`src/design/amp_i2c_regs.svh`:
```
`ifndef AMP_I2C_REGS_SVH
`define AMP_I2C_REGS_SVH

// ************************************************************
// Timing
// ************************************************************
`define SYS_CLK_HZ      125000000
`define STD_SCL_HZ      100000
`define FAST_SCL_HZ     400000
`define MIN_OVERSAMPLE  8

// ************************************************************
// Addressing
// ************************************************************
`define TARGET_ADDR_HI  6'h36
`define BYTE_LAST_BIT   4'h8
`define SEND_LAST_BIT   3'h7

// ************************************************************
// Register offsets
// ************************************************************
`define REG_IDENTITY    8'h00
`define REG_POWER       8'h01
`define REG_DIGITAL     8'h02
`define REG_VOL_CFG     8'h03
`define REG_LEFT_VOL    8'h04
`define REG_RIGHT_VOL   8'h05
`define REG_ANALOG      8'h06
`define REG_SPARE7      8'h07
`define REG_FAULT       8'h08
`define REG_CLIP_MID    8'h10
`define REG_CLIP_LOW    8'h11

// ************************************************************
// Reset values and writable masks
// ************************************************************
`define RST_POWER       8'hFD
`define RST_DIGITAL     8'h14
`define RST_VOL_CFG     8'h80
`define RST_VOLUME      8'hCF
`define RST_ANALOG      8'h51
`define RST_FAULT_THR   2'h0
`define RST_CLIP_MID    8'hFF
`define RST_CLIP_LOW    8'hFC
`define MASK_DIGITAL    8'hBF
`define MASK_VOL_CFG    8'h83
`define MASK_ANALOG     8'hFE
`define FAULT_THR_MSB   5
`define FAULT_THR_LSB   4

`endif
```
`src/design/amp_i2c_pkg.sv`:
```
package amp_i2c_pkg;

    typedef enum logic [4:0]
    {
        ST_IDLE = 5'h01,
        ST_RECV = 5'h02,
        ST_ACK  = 5'h04,
        ST_SEND = 5'h08,
        ST_MACK = 5'h10
    } portState_t;

    typedef enum logic [1:0]
    {
        PH_ADDR  = 2'h0,
        PH_INDEX = 2'h1,
        PH_DATA  = 2'h2
    } bytePhase_t;

    typedef struct packed
    {
        logic [7:0] powerClipHigh;
        logic [7:0] digitalPath;
        logic [7:0] volumeConfig;
        logic [7:0] leftVolume;
        logic [7:0] rightVolume;
        logic [7:0] analogControl;
        logic [1:0] faultThreshold;
        logic [7:0] clipMid;
        logic [7:0] clipLow;
    } ctrlRegs_t;

    typedef struct packed
    {
        logic clockError;
        logic overCurrent;
        logic dcError;
        logic overTemp;
    } faultFlags_t;

endpackage : amp_i2c_pkg

```
`src/design/amp_i2c_control_port.sv`:
```
`timescale 1ns/1ps
`include "amp_i2c_regs.svh"

module amp_i2c_control_port
#(
    parameter int unsigned CLK_HZ  = `SYS_CLK_HZ,
    parameter logic [7:0]  PART_ID = 8'h5A  // Arbitrary identity value
)
(
    input  wire logic                      clk_sys,
    input  wire logic                      sys_rst,
    input  wire logic                      sclIn,
    input  wire logic                      sdaIn,
    output wire logic                      sdaOut,
    output logic                           sdaOe,
    input  wire logic                      sleep_or_addr_select_pin,
    input  wire amp_i2c_pkg::faultFlags_t  faultFlags,
    output amp_i2c_pkg::ctrlRegs_t         ctrlRegs,
    output logic [6:0]                     targetAddr
);

    // ********************************************************
    // Elaboration check
    // ********************************************************
    if (CLK_HZ < `FAST_SCL_HZ * `MIN_OVERSAMPLE)
    begin : gClkCheck
        $error("System clock too slow for fast-mode bus");
    end

    // ********************************************************
    // Declarations
    // ********************************************************
    amp_i2c_pkg::portState_t  state;
    amp_i2c_pkg::bytePhase_t  phase;
    logic                     sclQ;
    logic                     sdaQ;
    logic                     sclRise;
    logic                     sclFall;
    logic                     startSeen;
    logic                     stopSeen;
    logic [3:0]               bitCnt;
    logic [7:0]               shiftReg;
    logic [7:0]               regIndex;
    logic                     readDir;
    logic                     masterNack;
    logic                     addrLatched;
    logic                     addrLow;
    logic                     byteDone;
    logic                     addrMatch;
    logic                     wrEn;
    logic [7:0]               readData;

    // Open-drain: only ever pulls low
    assign sdaOut = 1'b0;

    // ********************************************************
    // Bus condition detection
    // ********************************************************
    always_ff @(posedge clk_sys or posedge sys_rst)
    begin
        if (sys_rst)
        begin
            sclQ <= 1'b1;
            sdaQ <= 1'b1;
        end
        else
        begin
            sclQ <= sclIn;
            sdaQ <= sdaIn;
        end
    end

    assign sclRise   = sclIn & ~sclQ;
    assign sclFall   = ~sclIn & sclQ;
    assign startSeen = sclIn & sclQ & sdaQ & ~sdaIn;
    assign stopSeen  = sclIn & sclQ & ~sdaQ & sdaIn;

    // ********************************************************
    // Target address latch
    // ********************************************************
    always_ff @(posedge clk_sys or posedge sys_rst)
    begin
        if (sys_rst)
        begin
            addrLatched <= 1'b0;
            addrLow     <= 1'b0;
        end
        else if (!addrLatched)
        begin
            addrLatched <= 1'b1;
            addrLow     <= sleep_or_addr_select_pin;
        end
    end

    assign targetAddr = {`TARGET_ADDR_HI, addrLow};
    assign byteDone   = (state == amp_i2c_pkg::ST_RECV) && sclFall
                        && (bitCnt == `BYTE_LAST_BIT);
    assign addrMatch  = (shiftReg[7:1] == targetAddr);
    assign wrEn       = byteDone && (phase == amp_i2c_pkg::PH_DATA);

    // ********************************************************
    // Protocol engine
    // ********************************************************
    always_ff @(posedge clk_sys or posedge sys_rst)
    begin
        if (sys_rst)
        begin
            state      <= amp_i2c_pkg::ST_IDLE;
            phase      <= amp_i2c_pkg::PH_ADDR;
            bitCnt     <= 4'h0;
            shiftReg   <= 8'h00;
            regIndex   <= 8'h00;
            readDir    <= 1'b0;
            masterNack <= 1'b0;
            sdaOe      <= 1'b0;
        end
        else if (startSeen)
        begin
            // Start or repeated start; index is kept for reads
            state  <= amp_i2c_pkg::ST_RECV;
            phase  <= amp_i2c_pkg::PH_ADDR;
            bitCnt <= 4'h0;
            sdaOe  <= 1'b0;
        end
        else if (stopSeen)
        begin
            state <= amp_i2c_pkg::ST_IDLE;
            sdaOe <= 1'b0;
        end
        else
        begin
            case (state)
                amp_i2c_pkg::ST_IDLE:
                begin
                    sdaOe <= 1'b0;
                end
                amp_i2c_pkg::ST_RECV:
                begin
                    if (sclRise && bitCnt < `BYTE_LAST_BIT)
                    begin
                        shiftReg <= {shiftReg[6:0], sdaIn};
                        bitCnt   <= bitCnt + 4'h1;
                    end
                    else if (byteDone)
                    begin
                        case (phase)
                            amp_i2c_pkg::PH_ADDR:
                            begin
                                if (addrMatch)
                                begin
                                    readDir <= shiftReg[0];
                                    state   <= amp_i2c_pkg::ST_ACK;
                                    sdaOe   <= 1'b1;
                                end
                                else
                                begin
                                    state <= amp_i2c_pkg::ST_IDLE;
                                end
                            end
                            amp_i2c_pkg::PH_INDEX:
                            begin
                                regIndex <= shiftReg;
                                phase    <= amp_i2c_pkg::PH_DATA;
                                state    <= amp_i2c_pkg::ST_ACK;
                                sdaOe    <= 1'b1;
                            end
                            default:
                            begin
                                regIndex <= regIndex + 8'h01;
                                state    <= amp_i2c_pkg::ST_ACK;
                                sdaOe    <= 1'b1;
                            end
                        endcase
                    end
                end
                amp_i2c_pkg::ST_ACK:
                begin
                    // After the ninth clock falls, release, or on a read drive the first data bit
                    if (sclFall)
                    begin
                        bitCnt <= 4'h0;
                        if (phase == amp_i2c_pkg::PH_ADDR && readDir)
                        begin
                            shiftReg <= readData;
                            regIndex <= regIndex + 8'h01;
                            sdaOe    <= ~readData[7];
                            state    <= amp_i2c_pkg::ST_SEND;
                        end
                        else
                        begin
                            if (phase == amp_i2c_pkg::PH_ADDR)
                            begin
                                phase <= amp_i2c_pkg::PH_INDEX;
                            end
                            sdaOe <= 1'b0;
                            state <= amp_i2c_pkg::ST_RECV;
                        end
                    end
                end
                amp_i2c_pkg::ST_SEND:
                begin
                    if (sclFall)
                    begin
                        if (bitCnt[2:0] == `SEND_LAST_BIT)
                        begin
                            sdaOe <= 1'b0;
                            state <= amp_i2c_pkg::ST_MACK;
                        end
                        else
                        begin
                            shiftReg <= {shiftReg[6:0], 1'b0};
                            sdaOe    <= ~shiftReg[6];
                            bitCnt   <= bitCnt + 4'h1;
                        end
                    end
                end
                amp_i2c_pkg::ST_MACK:
                begin
                    if (sclRise)
                    begin
                        masterNack <= sdaIn;
                    end
                    else if (sclFall)
                    begin
                        if (masterNack)
                        begin
                            state <= amp_i2c_pkg::ST_IDLE;
                        end
                        else
                        begin
                            shiftReg <= readData;
                            regIndex <= regIndex + 8'h01;
                            sdaOe    <= ~readData[7];
                            bitCnt   <= 4'h0;
                            state    <= amp_i2c_pkg::ST_SEND;
                        end
                    end
                end
                default:
                begin
                    state <= amp_i2c_pkg::ST_IDLE;
                    sdaOe <= 1'b0;
                end
            endcase
        end
    end

    // ********************************************************
    // Register bank
    // ********************************************************
    always_ff @(posedge clk_sys or posedge sys_rst)
    begin
        if (sys_rst)
        begin
            ctrlRegs.powerClipHigh  <= `RST_POWER;
            ctrlRegs.digitalPath    <= `RST_DIGITAL;
            ctrlRegs.volumeConfig   <= `RST_VOL_CFG;
            ctrlRegs.leftVolume     <= `RST_VOLUME;
            ctrlRegs.rightVolume    <= `RST_VOLUME;
            ctrlRegs.analogControl  <= `RST_ANALOG;
            ctrlRegs.faultThreshold <= `RST_FAULT_THR;
            ctrlRegs.clipMid        <= `RST_CLIP_MID;
            ctrlRegs.clipLow        <= `RST_CLIP_LOW;
        end
        else if (wrEn)
        begin
            case (regIndex)
                `REG_POWER:
                begin
                    ctrlRegs.powerClipHigh <= shiftReg;
                end
                `REG_DIGITAL:
                begin
                    ctrlRegs.digitalPath <= (shiftReg & `MASK_DIGITAL)
                                            | (`RST_DIGITAL & ~`MASK_DIGITAL);
                end
                `REG_VOL_CFG:
                begin
                    ctrlRegs.volumeConfig <= (shiftReg & `MASK_VOL_CFG)
                                             | (`RST_VOL_CFG & ~`MASK_VOL_CFG);
                end
                `REG_LEFT_VOL:
                begin
                    ctrlRegs.leftVolume <= shiftReg;
                end
                `REG_RIGHT_VOL:
                begin
                    ctrlRegs.rightVolume <= shiftReg;
                end
                `REG_ANALOG:
                begin
                    ctrlRegs.analogControl <= (shiftReg & `MASK_ANALOG)
                                              | (`RST_ANALOG & ~`MASK_ANALOG);
                end
                `REG_FAULT:
                begin
                    ctrlRegs.faultThreshold <=
                        shiftReg[`FAULT_THR_MSB:`FAULT_THR_LSB];
                end
                `REG_CLIP_MID:
                begin
                    ctrlRegs.clipMid <= shiftReg;
                end
                `REG_CLIP_LOW:
                begin
                    ctrlRegs.clipLow <= shiftReg;
                end
                default:
                begin
                    ctrlRegs.clipLow <= ctrlRegs.clipLow;
                end
            endcase
        end
    end

    // ********************************************************
    // Read multiplexer
    // ********************************************************
    always_comb
    begin
        case (regIndex)
            `REG_IDENTITY:  readData = PART_ID;
            `REG_POWER:     readData = ctrlRegs.powerClipHigh;
            `REG_DIGITAL:   readData = ctrlRegs.digitalPath;
            `REG_VOL_CFG:   readData = ctrlRegs.volumeConfig;
            `REG_LEFT_VOL:  readData = ctrlRegs.leftVolume;
            `REG_RIGHT_VOL: readData = ctrlRegs.rightVolume;
            `REG_ANALOG:    readData = ctrlRegs.analogControl;
            `REG_FAULT:     readData = {2'h0, ctrlRegs.faultThreshold, faultFlags};
            `REG_CLIP_MID:  readData = ctrlRegs.clipMid;
            `REG_CLIP_LOW:  readData = ctrlRegs.clipLow;
            default:        readData = 8'h00;
        endcase
    end

endmodule : amp_i2c_control_port

```
`config.mk`:
```
export PLATFORM = sky130hd
export DESIGN_NAME = amp_i2c_control_port
export DESIGN_NICKNAME = d
export VERILOG_FILES = /design/src/design/amp_i2c_pkg.sv /design/src/design/amp_i2c_control_port.sv
export VERILOG_INCLUDE_DIRS = /design/src /design/src/design
export SDC_FILE = /design/constraint.sdc
export NUM_CORES = 1
export LEC_CHECK = 0
export BUFFER_PORTS_ARGS = -buffer_cell sky130_fd_sc_hd__clkbuf_2
export CAP_MARGIN = 10
export CORE_MARGIN = 10
export CORE_UTILIZATION = 30
export DETAILED_ROUTE_END_ITERATION = 12
export GPL_TIMING_DRIVEN = 0
export SYNTH_ARGS = -nofsm -noshare
export SYNTH_HDL_FRONTEND = slang
export SYNTH_SLANG_ARGS = --single-unit
```
`constraint.sdc`:
```
create_clock -name clk_sys -period 2.5 [get_ports clk_sys]
set_clock_uncertainty 0.15 [all_clocks]
set_input_delay 0 -clock clk_sys [delete_from_list [all_inputs] [get_ports clk_sys]]
set_output_delay 0 -clock clk_sys [all_outputs]
set_load 0.1 [all_outputs]
```
# == Yosys cells after proc, flatten, opt, wreduce, memory -nomap -nowiden ==
# Cells that the tools add are included.
# totals
regBits,93
input_bits,9
elab_cells,187
# op_classes
add_sub_neg,2
n_lt_le_gt_ge,1
n_eq_ne,53
n_mux,66
bitwise_logic,16
n_reduce_logical,28
# op_table
op,count
$mux 8,15
$pmux 8 s10,1
$mux 5,10
$mux 4,11
$ne 3x3->1 const B,11
$ne 4x4->1 const B,8
$pmux 8 s4,1
$pmux 5 s5,1
$eq 8x3->1 const B,3
$pmux 8 s3,1
$reduce_and 8->1,3
$ne 2x2->1 const B,11
$reduce_and 11->1,2
$reduce_and 2->1,9
$eq 8x2->1 const B,2
$eq 8x5->1 const B,2
$mux 2,8
$pmux 4 s4,1
$pmux 8 s2,1
$mux 1,13
$not 1->1,9
$reduce_and 9->1,1
$add 8x1->8 const B,1
$eq 8x1->1 const B,1
28 further kinds,40

# == Logic depth before layout (Yosys ltp) ==
# Gate-level depths: netlist (run 1).
# logic_depth
ltp_word,9
mapped_depth,10

# == Worst setup path after synthesis (run 1) ==
# Ideal clock, no wire load.
# synth_path
path_type,flip-flop to flip-flop
start,register sclQ
end,register ctrlRegs[30] (netlist bit)
arrival_ps,2033
t_required_ps,2224
slack_ps,191
stages_incl_launch_ff,8
n_path_buf,1
synth_period_minus_slack_ps,2309
cell_sequence,dfstp_2 -> nand2b_2 -> or3_1 -> nor2_1 -> and3b_1 -> buf_4 -> nand3_2 -> mux2_2
# synth_via
elab_chain_len,5
# synth_lines
item,line_no,source
from (decl),amp_i2c_control_port.sv:35,logic sclQ;
from (signal assigned),amp_i2c_control_port.sv:68,sclQ <= sclIn;
$and 1x1->1,amp_i2c_control_port.sv:74,assign sclFall = ~sclIn & sclQ;
$logic_and 1x1->1 (2 in series),amp_i2c_control_port.sv:96,assign byteDone = (state == amp_i2c_pkg::ST_RECV) && sclFall
$logic_and 1x1->1,amp_i2c_control_port.sv:99,assign wrEn = byteDone && (phase == amp_i2c_pkg::PH_DATA);
$reduce_and 2->1 (no line),--,
to (decl),amp_i2c_control_port.sv:18,"output amp_i2c_pkg::ctrlRegs_t ctrlRegs,"
# Every way passes these cells.
# A chain may end at the register's enable or synchronous reset.

# == Final worst setup path (run 1) ==
# layout_path
start,register sclQ
end,register bitCnt[0]
# layout_via
elab_chain_len,5
elab_cells_between_ends,20
# layout_lines
item,line_no,source
$and 1x1->1 or $not 1->1 (tied branches),"amp_i2c_control_port.sv:75, amp_i2c_control_port.sv:76, amp_i2c_control_port.sv:73",
$and 1x1->1 (on tied branches),"amp_i2c_control_port.sv:75, amp_i2c_control_port.sv:73, amp_i2c_control_port.sv:76",
"$and 1x1->1, or another cell as far along",amp_i2c_control_port.sv:75,assign startSeen = sclIn & sclQ & sdaQ & ~sdaIn;
"$ne 3x3->1 (no line), or another cell as far along",--,
$reduce_and 9->1 (no line),--,
to (signal assigned),amp_i2c_control_port.sv:142,bitCnt <= bitCnt + 4'h1;
to (signal assigned),amp_i2c_control_port.sv:213,bitCnt <= bitCnt + 4'h1;
to (decl),amp_i2c_control_port.sv:41,logic [3:0] bitCnt;
# Parallel ways exist; a longest one is shown, timed or not.

==> results of run 1 <==
cells in the mapped netlist (all sizes together), types with 2 or more instances:
library cell	number	area [µm²]
and2	3	18.8
o211ai	2	15.0
nand3b	5	37.5
nand3	28	193
or3	4	25.0
inv	14	52.6
o221ai	2	17.5
a311o	2	20.0
o21a	2	15.0
dfrtp	52	1300
clkbuf	23	86.3
xor2	2	17.5
o22ai	8	50.1
a211o	2	17.5
nor3	11	60.1
a21oi	24	120
nor4	4	31.3
mux2i	5	50.1
a2bb2oi	8	70.1
o22a	2	17.5
a221oi	4	35.0
a31oi	5	31.3
mux2	69	781
conb	2	7.51
nor3b	4	35.0
nor2	23	86.3
a22oi	16	120
nand2b	4	27.5
nand2	31	121
and4	3	28.8
dfstp	41	1080
xnor2	3	26.3
and3	8	50.1
a211oi	3	22.5
o21ai	17	85.1
buf	28	178
a22o	4	35.0
nand4	2	12.5
or4	4	30.0
nor2b	4	25.0
nor4b	2	17.5
ha	7	87.6
logic make-up after synthesis:
kind of cell | after synthesis | synth area share
AOI/OAI and AO/OA | 108 | 0.143
xor gates and xnor gates | 5 | 0.00832
adders and majority gates | 7 | 0.0166
buffers and inverters | 65 | 0.0602
DFF | 93 | 0.452
muxes | 74 | 0.158
other | 2 | 0.00143
and+or+nand+nor | 145 | 0.160
area by class of cell:
class	count	share of cell area
multi-input cells	354	0.422
flip-flops and latches	93	0.364
repair buffers	82	0.0735
plain buffers	48	0.0448
well taps	225	0.0431
clock buffers	9	0.0345
clock inverters	7	0.00881
inverters	14	0.00861
layer usage:
metal / vias up / part of all wire / track usage
met3: 15 / 0.051 / 0.0206
met5: - / 0 / 0
met2: 142 / 0.47 / 0.213
met1: 2172 / 0.46 / 0.181
met4: 0 / 0.017 / 0.0513
li1: 2032 / - / -
stage by stage:
step / hold slack (ns) / util / cell area [µm²] / cells / total power (µW)
after floorplan: -0.146 / - / 5310 / 512 / 2300
after global placement: -0.0495 / 0.345 / 5940 / 806 / 2550
after detailed placement: -0.156 / 0.347 / 5980 / 808 / 2590
after CTS: 0.0261 / 0.374 / 6440 / 832 / 3950
after global routing: 0.0561 / 0.379 / 6540 / 832 / 4140
final: 0.0147 / 0.379 / 6540 / 832 / 3950
critical path, stage by stage (launching register included):
cell,delay (ns)
dfstp_2,0.41
or3b_1,0.40
and4_4,0.21
a2111oi_4,0.30
nand2_2,0.11
a221o_2,0.43
mux2_4,0.32
registers in the layout, indices dropped and copies added (netlist names):
name         count
sdaOe            1
sclQ             1
regIndex         8
state            5
addrLatched      1
sdaQ             1
phase            2
masterNack       1
readDir          1
ctrlRegs        59
shiftReg         8
bitCnt           4
addrLow          1
power by group:
part	total, µW	switching (µW)	leakage, µW	internal (µW)
registers	1700	82.7	0.00111	1620
clock network	1330	643	0.000134	689
logic	918	645	0.00171	274
total	3950	1370	0.00296	2580
how the worst max path moves through the flow:
stage,startpoint,cells past startpoint,slack [ns],endpoint
2_1_floorplan,sclQ$_DFF_PP1_,7,0.19,ctrlRegs[30]$_DFFE_PP0P_
5_1_grt,state[1]$_DFFE_PP0P_,8,-0.003,regIndex[4]$_DFFE_PP0P_
3_3_place_gp,regIndex[2]$_DFFE_PP0P_,8,-0.22,sdaOe$_DFFE_PP0P_
6_report,sclQ$_DFF_PP1_,6,0.05,bitCnt[0]$_DFFE_PP0P_
3_5_place_dp,regIndex[0]$_DFFE_PP0P_,7,-0.26,ctrlRegs[57]$_DFFE_PP0P_
4_1_cts,regIndex[2]$_DFFE_PP0P_,8,-0.02,shiftReg[7]$_DFFE_PP0P_
repair_timing:
item / CTS / global route
endpoints found under the setup margin: 63 / 67
hold buffers: 5 / 0
hold endpoints to repair: 37 / 0
pin swaps: 1 / 3
gates resized for setup: 27 / 34
setup buffers: 3 / 3
==> metrics.cfg, run 1 <==
[timing]
worst_pin_slew_ns=0.736
setup_viol=0
final-hold-violation-count=0
layout_setup_ws_ns=0.0472
fmax_ghz=0.408
slew_headroom=0.510
setup_tns_ns=0
min_period_ns=2.45
slew_violations=0
finalCritPeriodShare=0.981

[global_routing]
grt_pass1_vias=4364
grt_overflow=0
grt_use_total=0.135
grt_pass1_wl_um=25700
grt_max_degree=43
antenna_found_initial=0

[cts]
clkLatencyLatePin_ns=0.35
cts_buffer_depth=2
cts.sinks=93
numCtsBuffers=9
htreeDepth=3
cts_tree=yes
clockRootBuffer=clkbuf_16
path_clk_slew_ns=0.07

[critical_path]
critPathRequiredTime_ns=2.59
reg2reg_slack_ns=0.05
critPathKind=reg2reg
critPathLaunchType=register
crit_fanout=7
worstRegToRegCells=6
cp.arrival_ns=2.54
rr_endpoint=bitCnt[0]$_DFFE_PP0P_
cp-end-kind=register
timing.rr.start=sclQ$_DFF_PP1_

[logic_synthesis]
syn-cell-area_um2=5260
synth_edf_count=0
ys.flop_type=dfrtp_1
yosysUniqueCellTypes=68
synth_warnings=0
yosys_register_bits=93
postSynthCellCount=499
avgSynthCellArea_um2=10.5
seq_area_frac_synth=0.452
synthArstFlopShare=1.00

[die]
die_area_um2=23200
die_w_um=152
initial_utilization=0.305
core_area_um2=17200
die_h_um=152
ios=84
num_rows=48

[detailed_routing]
wirelength_um=16100
vias=4361
via_per_inst=5.24
dr.first_iter.drc_count=369
wl_per_cell_um=19.3
drcViolationCount=0
firstDrtPassIters=5
detail-route-antenna-nets=0

[pwr]
leakagePower_uw=0.00296
power_density_nw_per_um2=604
ir_drop_mv=0.349

[placement]
portBuffers=69
place_ws_ns=-0.262
gp_congestion=0.867
hpwl_um=12000

[finish]
fin_nets=618
num_antenna_cells=0
layout_commonest_cell=clkbuf_2
multiInputGateArea_um2=2760
final_cell_mix=clkbuf_2, mux2_2, dfrtp_1
seqCellArea_um2=2380
num-fill-cells=1717
drive_above_1_share=0.446
area_growth_pct=24.2

[job]
max-cap-violations=0

[hold_path]
min_path_type=in2async

[status]
status=finished clean

(Power assumes the default switching activity.)
==> inputs of run 2 (changes only) <==
--- a/config.mk
+++ b/config.mk
@@ -8,10 +8,14 @@
 export LEC_CHECK = 0
 export BUFFER_PORTS_ARGS = -buffer_cell sky130_fd_sc_hd__clkbuf_2
 export CAP_MARGIN = 10
+export CELL_PAD_IN_SITES_DETAIL_PLACEMENT = 1
+export CELL_PAD_IN_SITES_GLOBAL_PLACEMENT = 2
 export CORE_MARGIN = 10
 export CORE_UTILIZATION = 30
 export DETAILED_ROUTE_END_ITERATION = 12
 export GPL_TIMING_DRIVEN = 0
+export PLACE_DENSITY_LB_ADDON = 0.1
+export REMOVE_ABC_BUFFERS = 1
 export SYNTH_ARGS = -nofsm -noshare
 export SYNTH_HDL_FRONTEND = slang
 export SYNTH_SLANG_ARGS = --single-unit
==> run 2 against run 1 <==
Net effect:
- sequential cell count unchanged
- routed wire length increased by 11%
- die area stayed put
- design area shrank 2.6%
- combinational power decreased by 33%
- register-to-register slack better by 0.02 ns
- sequential power rose by 15%
- clock power rose by 15%
- global-route usage grew 1.4 points
- non-clock buffer count shrank 44
- critical path depth unchanged
- critical endpoint is now ctrlRegs[39]$_DFFE_PP0P_
- largest power group unchanged
- highest routed layer unchanged
==> metrics.cfg, run 2 (same netlist as run 1, synthesis figures left out) <==
[die]
die_h_um=152
core_area_um2=17200
die_w_um=152
ios=84
num_rows=48
initial_utilization=0.305
die_area_um2=23200

[pwr]
p_sw_uw=1360
combPwrFrac=0.150
ir_drop_mv=0.363
p_sw_frac=0.332
internal_power_uw=2740
power_density_nw_per_um2=644
leakagePower_uw=0.00280
finalPower_uw=4100
pwr-share-clk=0.373
p_seq_frac=0.477

[finish]
fin_nets=576
final_cell_mix=clkbuf_2, mux2_2, dfrtp_1
stdcell_count=790
top_regs=ctrlRegs: 59 flops, regIndex: 8 flops, shiftReg: 8 flops
layout_commonest_cell=clkbuf_2
num-fill-cells=1926
design_area_um2=6370
area_growth_pct=21.0
largest_register=ctrlRegs
fin_util=0.369
num_antenna_cells=0
largest_reg_flops=59
drive_above_1_share=0.432

[cts]
clkLatencyLatePin_ns=0.35
cts.sinks=93
cts_tree=yes
cts_buffer_depth=2
path_clk_slew_ns=0.08
htreeDepth=3
clockRootBuffer=clkbuf_16
numCtsBuffers=9

[detailed_routing]
drcViolationCount=0
vias=4234
wl_per_cell_um=22.5
wirelength_um=17800
detail-route-antenna-nets=0
firstDrtPassIters=4
dr.first_iter.drc_count=226
via_per_inst=5.36

[placement]
gp_congestion=0.795
hpwl_um=12000
portBuffers=69
place_inst=756
postPlaceCellArea_um2=5700

[timing]
final-hold-violation-count=0
slew_violations=0
worst_pin_slew_ns=0.617
slew_headroom=0.583
setup_viol=0
min_period_ns=2.43
finalCritPeriodShare=0.974
rsz0062_at_grt=true
fmax_ghz=0.411

[global_routing]
grt_use_total=0.149
grt_pass1_wl_um=27700
grt_max_degree=50
grt_overflow=0
antenna_found_initial=0
grt_pass1_vias=4562

[hold_path]
min_path_type=in2reg

[job]
max-cap-violations=0

[critical_path]
slowest_delay_ns=0.59
critPathLaunchType=register
crit_fanout=8
cp-end-kind=register
critPathRequiredTime_ns=2.59
cp.arrival_ns=2.53
critPathKind=reg2reg
cp_slowest_cell=dfstp_2
crit_chain=nand2b_4 > or3_4 > nor2_4 > and3b_4 > nand3_4 > mux2_4

[status]
status=finished clean

[run 2: critical path, delay by kind of cell, from the launching register on]
family	cells	cell delay, ns
simple gates	5	1.23
flops	1	0.59
mux	1	0.36
[run 2: power by group through the flow]
stage / clock network (µW) / registers [µW] / logic [µW]
2_1_floorplan: 0 / 1810 / 433
3_3_place_gp: 0 / 1980 / 534
3_5_place_dp: 0 / 1990 / 550
4_1_cts: 1570 / 1960 / 575
5_1_grt: 1640 / 1990 / 692
6_report: 1530 / 1960 / 613
[run 2: through the flow]
step,hold slack [ns],TNS (ns),setup WS [ns]
after floorplan,-0.146,-0.210,-0.0211
after global placement,0.0393,-117.28,-1.33
after detailed placement,-0.0307,-34.37,-0.770
after CTS,0.0590,0,0.00130
after global routing,0.124,-0.0375,-0.0307
final,0.0716,0,0.0659
[run 2: cell type report]
| cell class | instances | area, µm² | share of cell area |
|---|---|---|---|
| Multi-Input combinational cell | 356 | 2790 | 0.439 |
| Sequential cell | 93 | 2390 | 0.375 |
| Timing Repair Buffer | 86 | 526 | 0.0825 |
| Tap cell | 225 | 282 | 0.0442 |
| Clock buffer | 10 | 229 | 0.0360 |
| Clock inverter | 6 | 92.6 | 0.0145 |
| Inverter | 14 | 55.1 | 0.00865 |
[run 2: repair_timing]
| action | CTS | global route |
|---|---|---|
| setup buffers | 3 | 9 |
| pin swaps | 3 | 6 |
| gates cloned | 2 | 0 |
| hold buffers | 4 | 0 |
| endpoints found under the hold margin | 53 | 0 |
| endpoints found under the setup margin | 78 | 66 |
| resized for setup | 31 | 11 |
[run 2: final timing paths]
path                                        start                        to  slack [ns]  cells past startpoint
worst max-delay path               sclQ$_DFF_PP1_  ctrlRegs[39]$_DFFE_PP0P_        0.07                      6
worst min-delay path                faultFlags[1]   shiftReg[1]$_DFFE_PP0P_        0.07                      4
worst max register to register     sclQ$_DFF_PP1_  ctrlRegs[39]$_DFFE_PP0P_        0.07                      6
worst min register to register  sdaOe$_DFFE_PP0P_         sdaOe$_DFFE_PP0P_        0.36                      2
max in group asynchronous                 sys_rst  ctrlRegs[41]$_DFFE_PP1P_        1.35                      4
min in group asynchronous                 sys_rst  ctrlRegs[38]$_DFFE_PP0P_        0.12                      3
[run 2: layer usage]
layer  up-vias  global-route usage  part of all wire
li1       1944                   -                 -
met1      2191               0.203              0.48
met2        84               0.236              0.46
met3        15              0.0251             0.047
met4         0              0.0431             0.013
met5         -                   0                 0
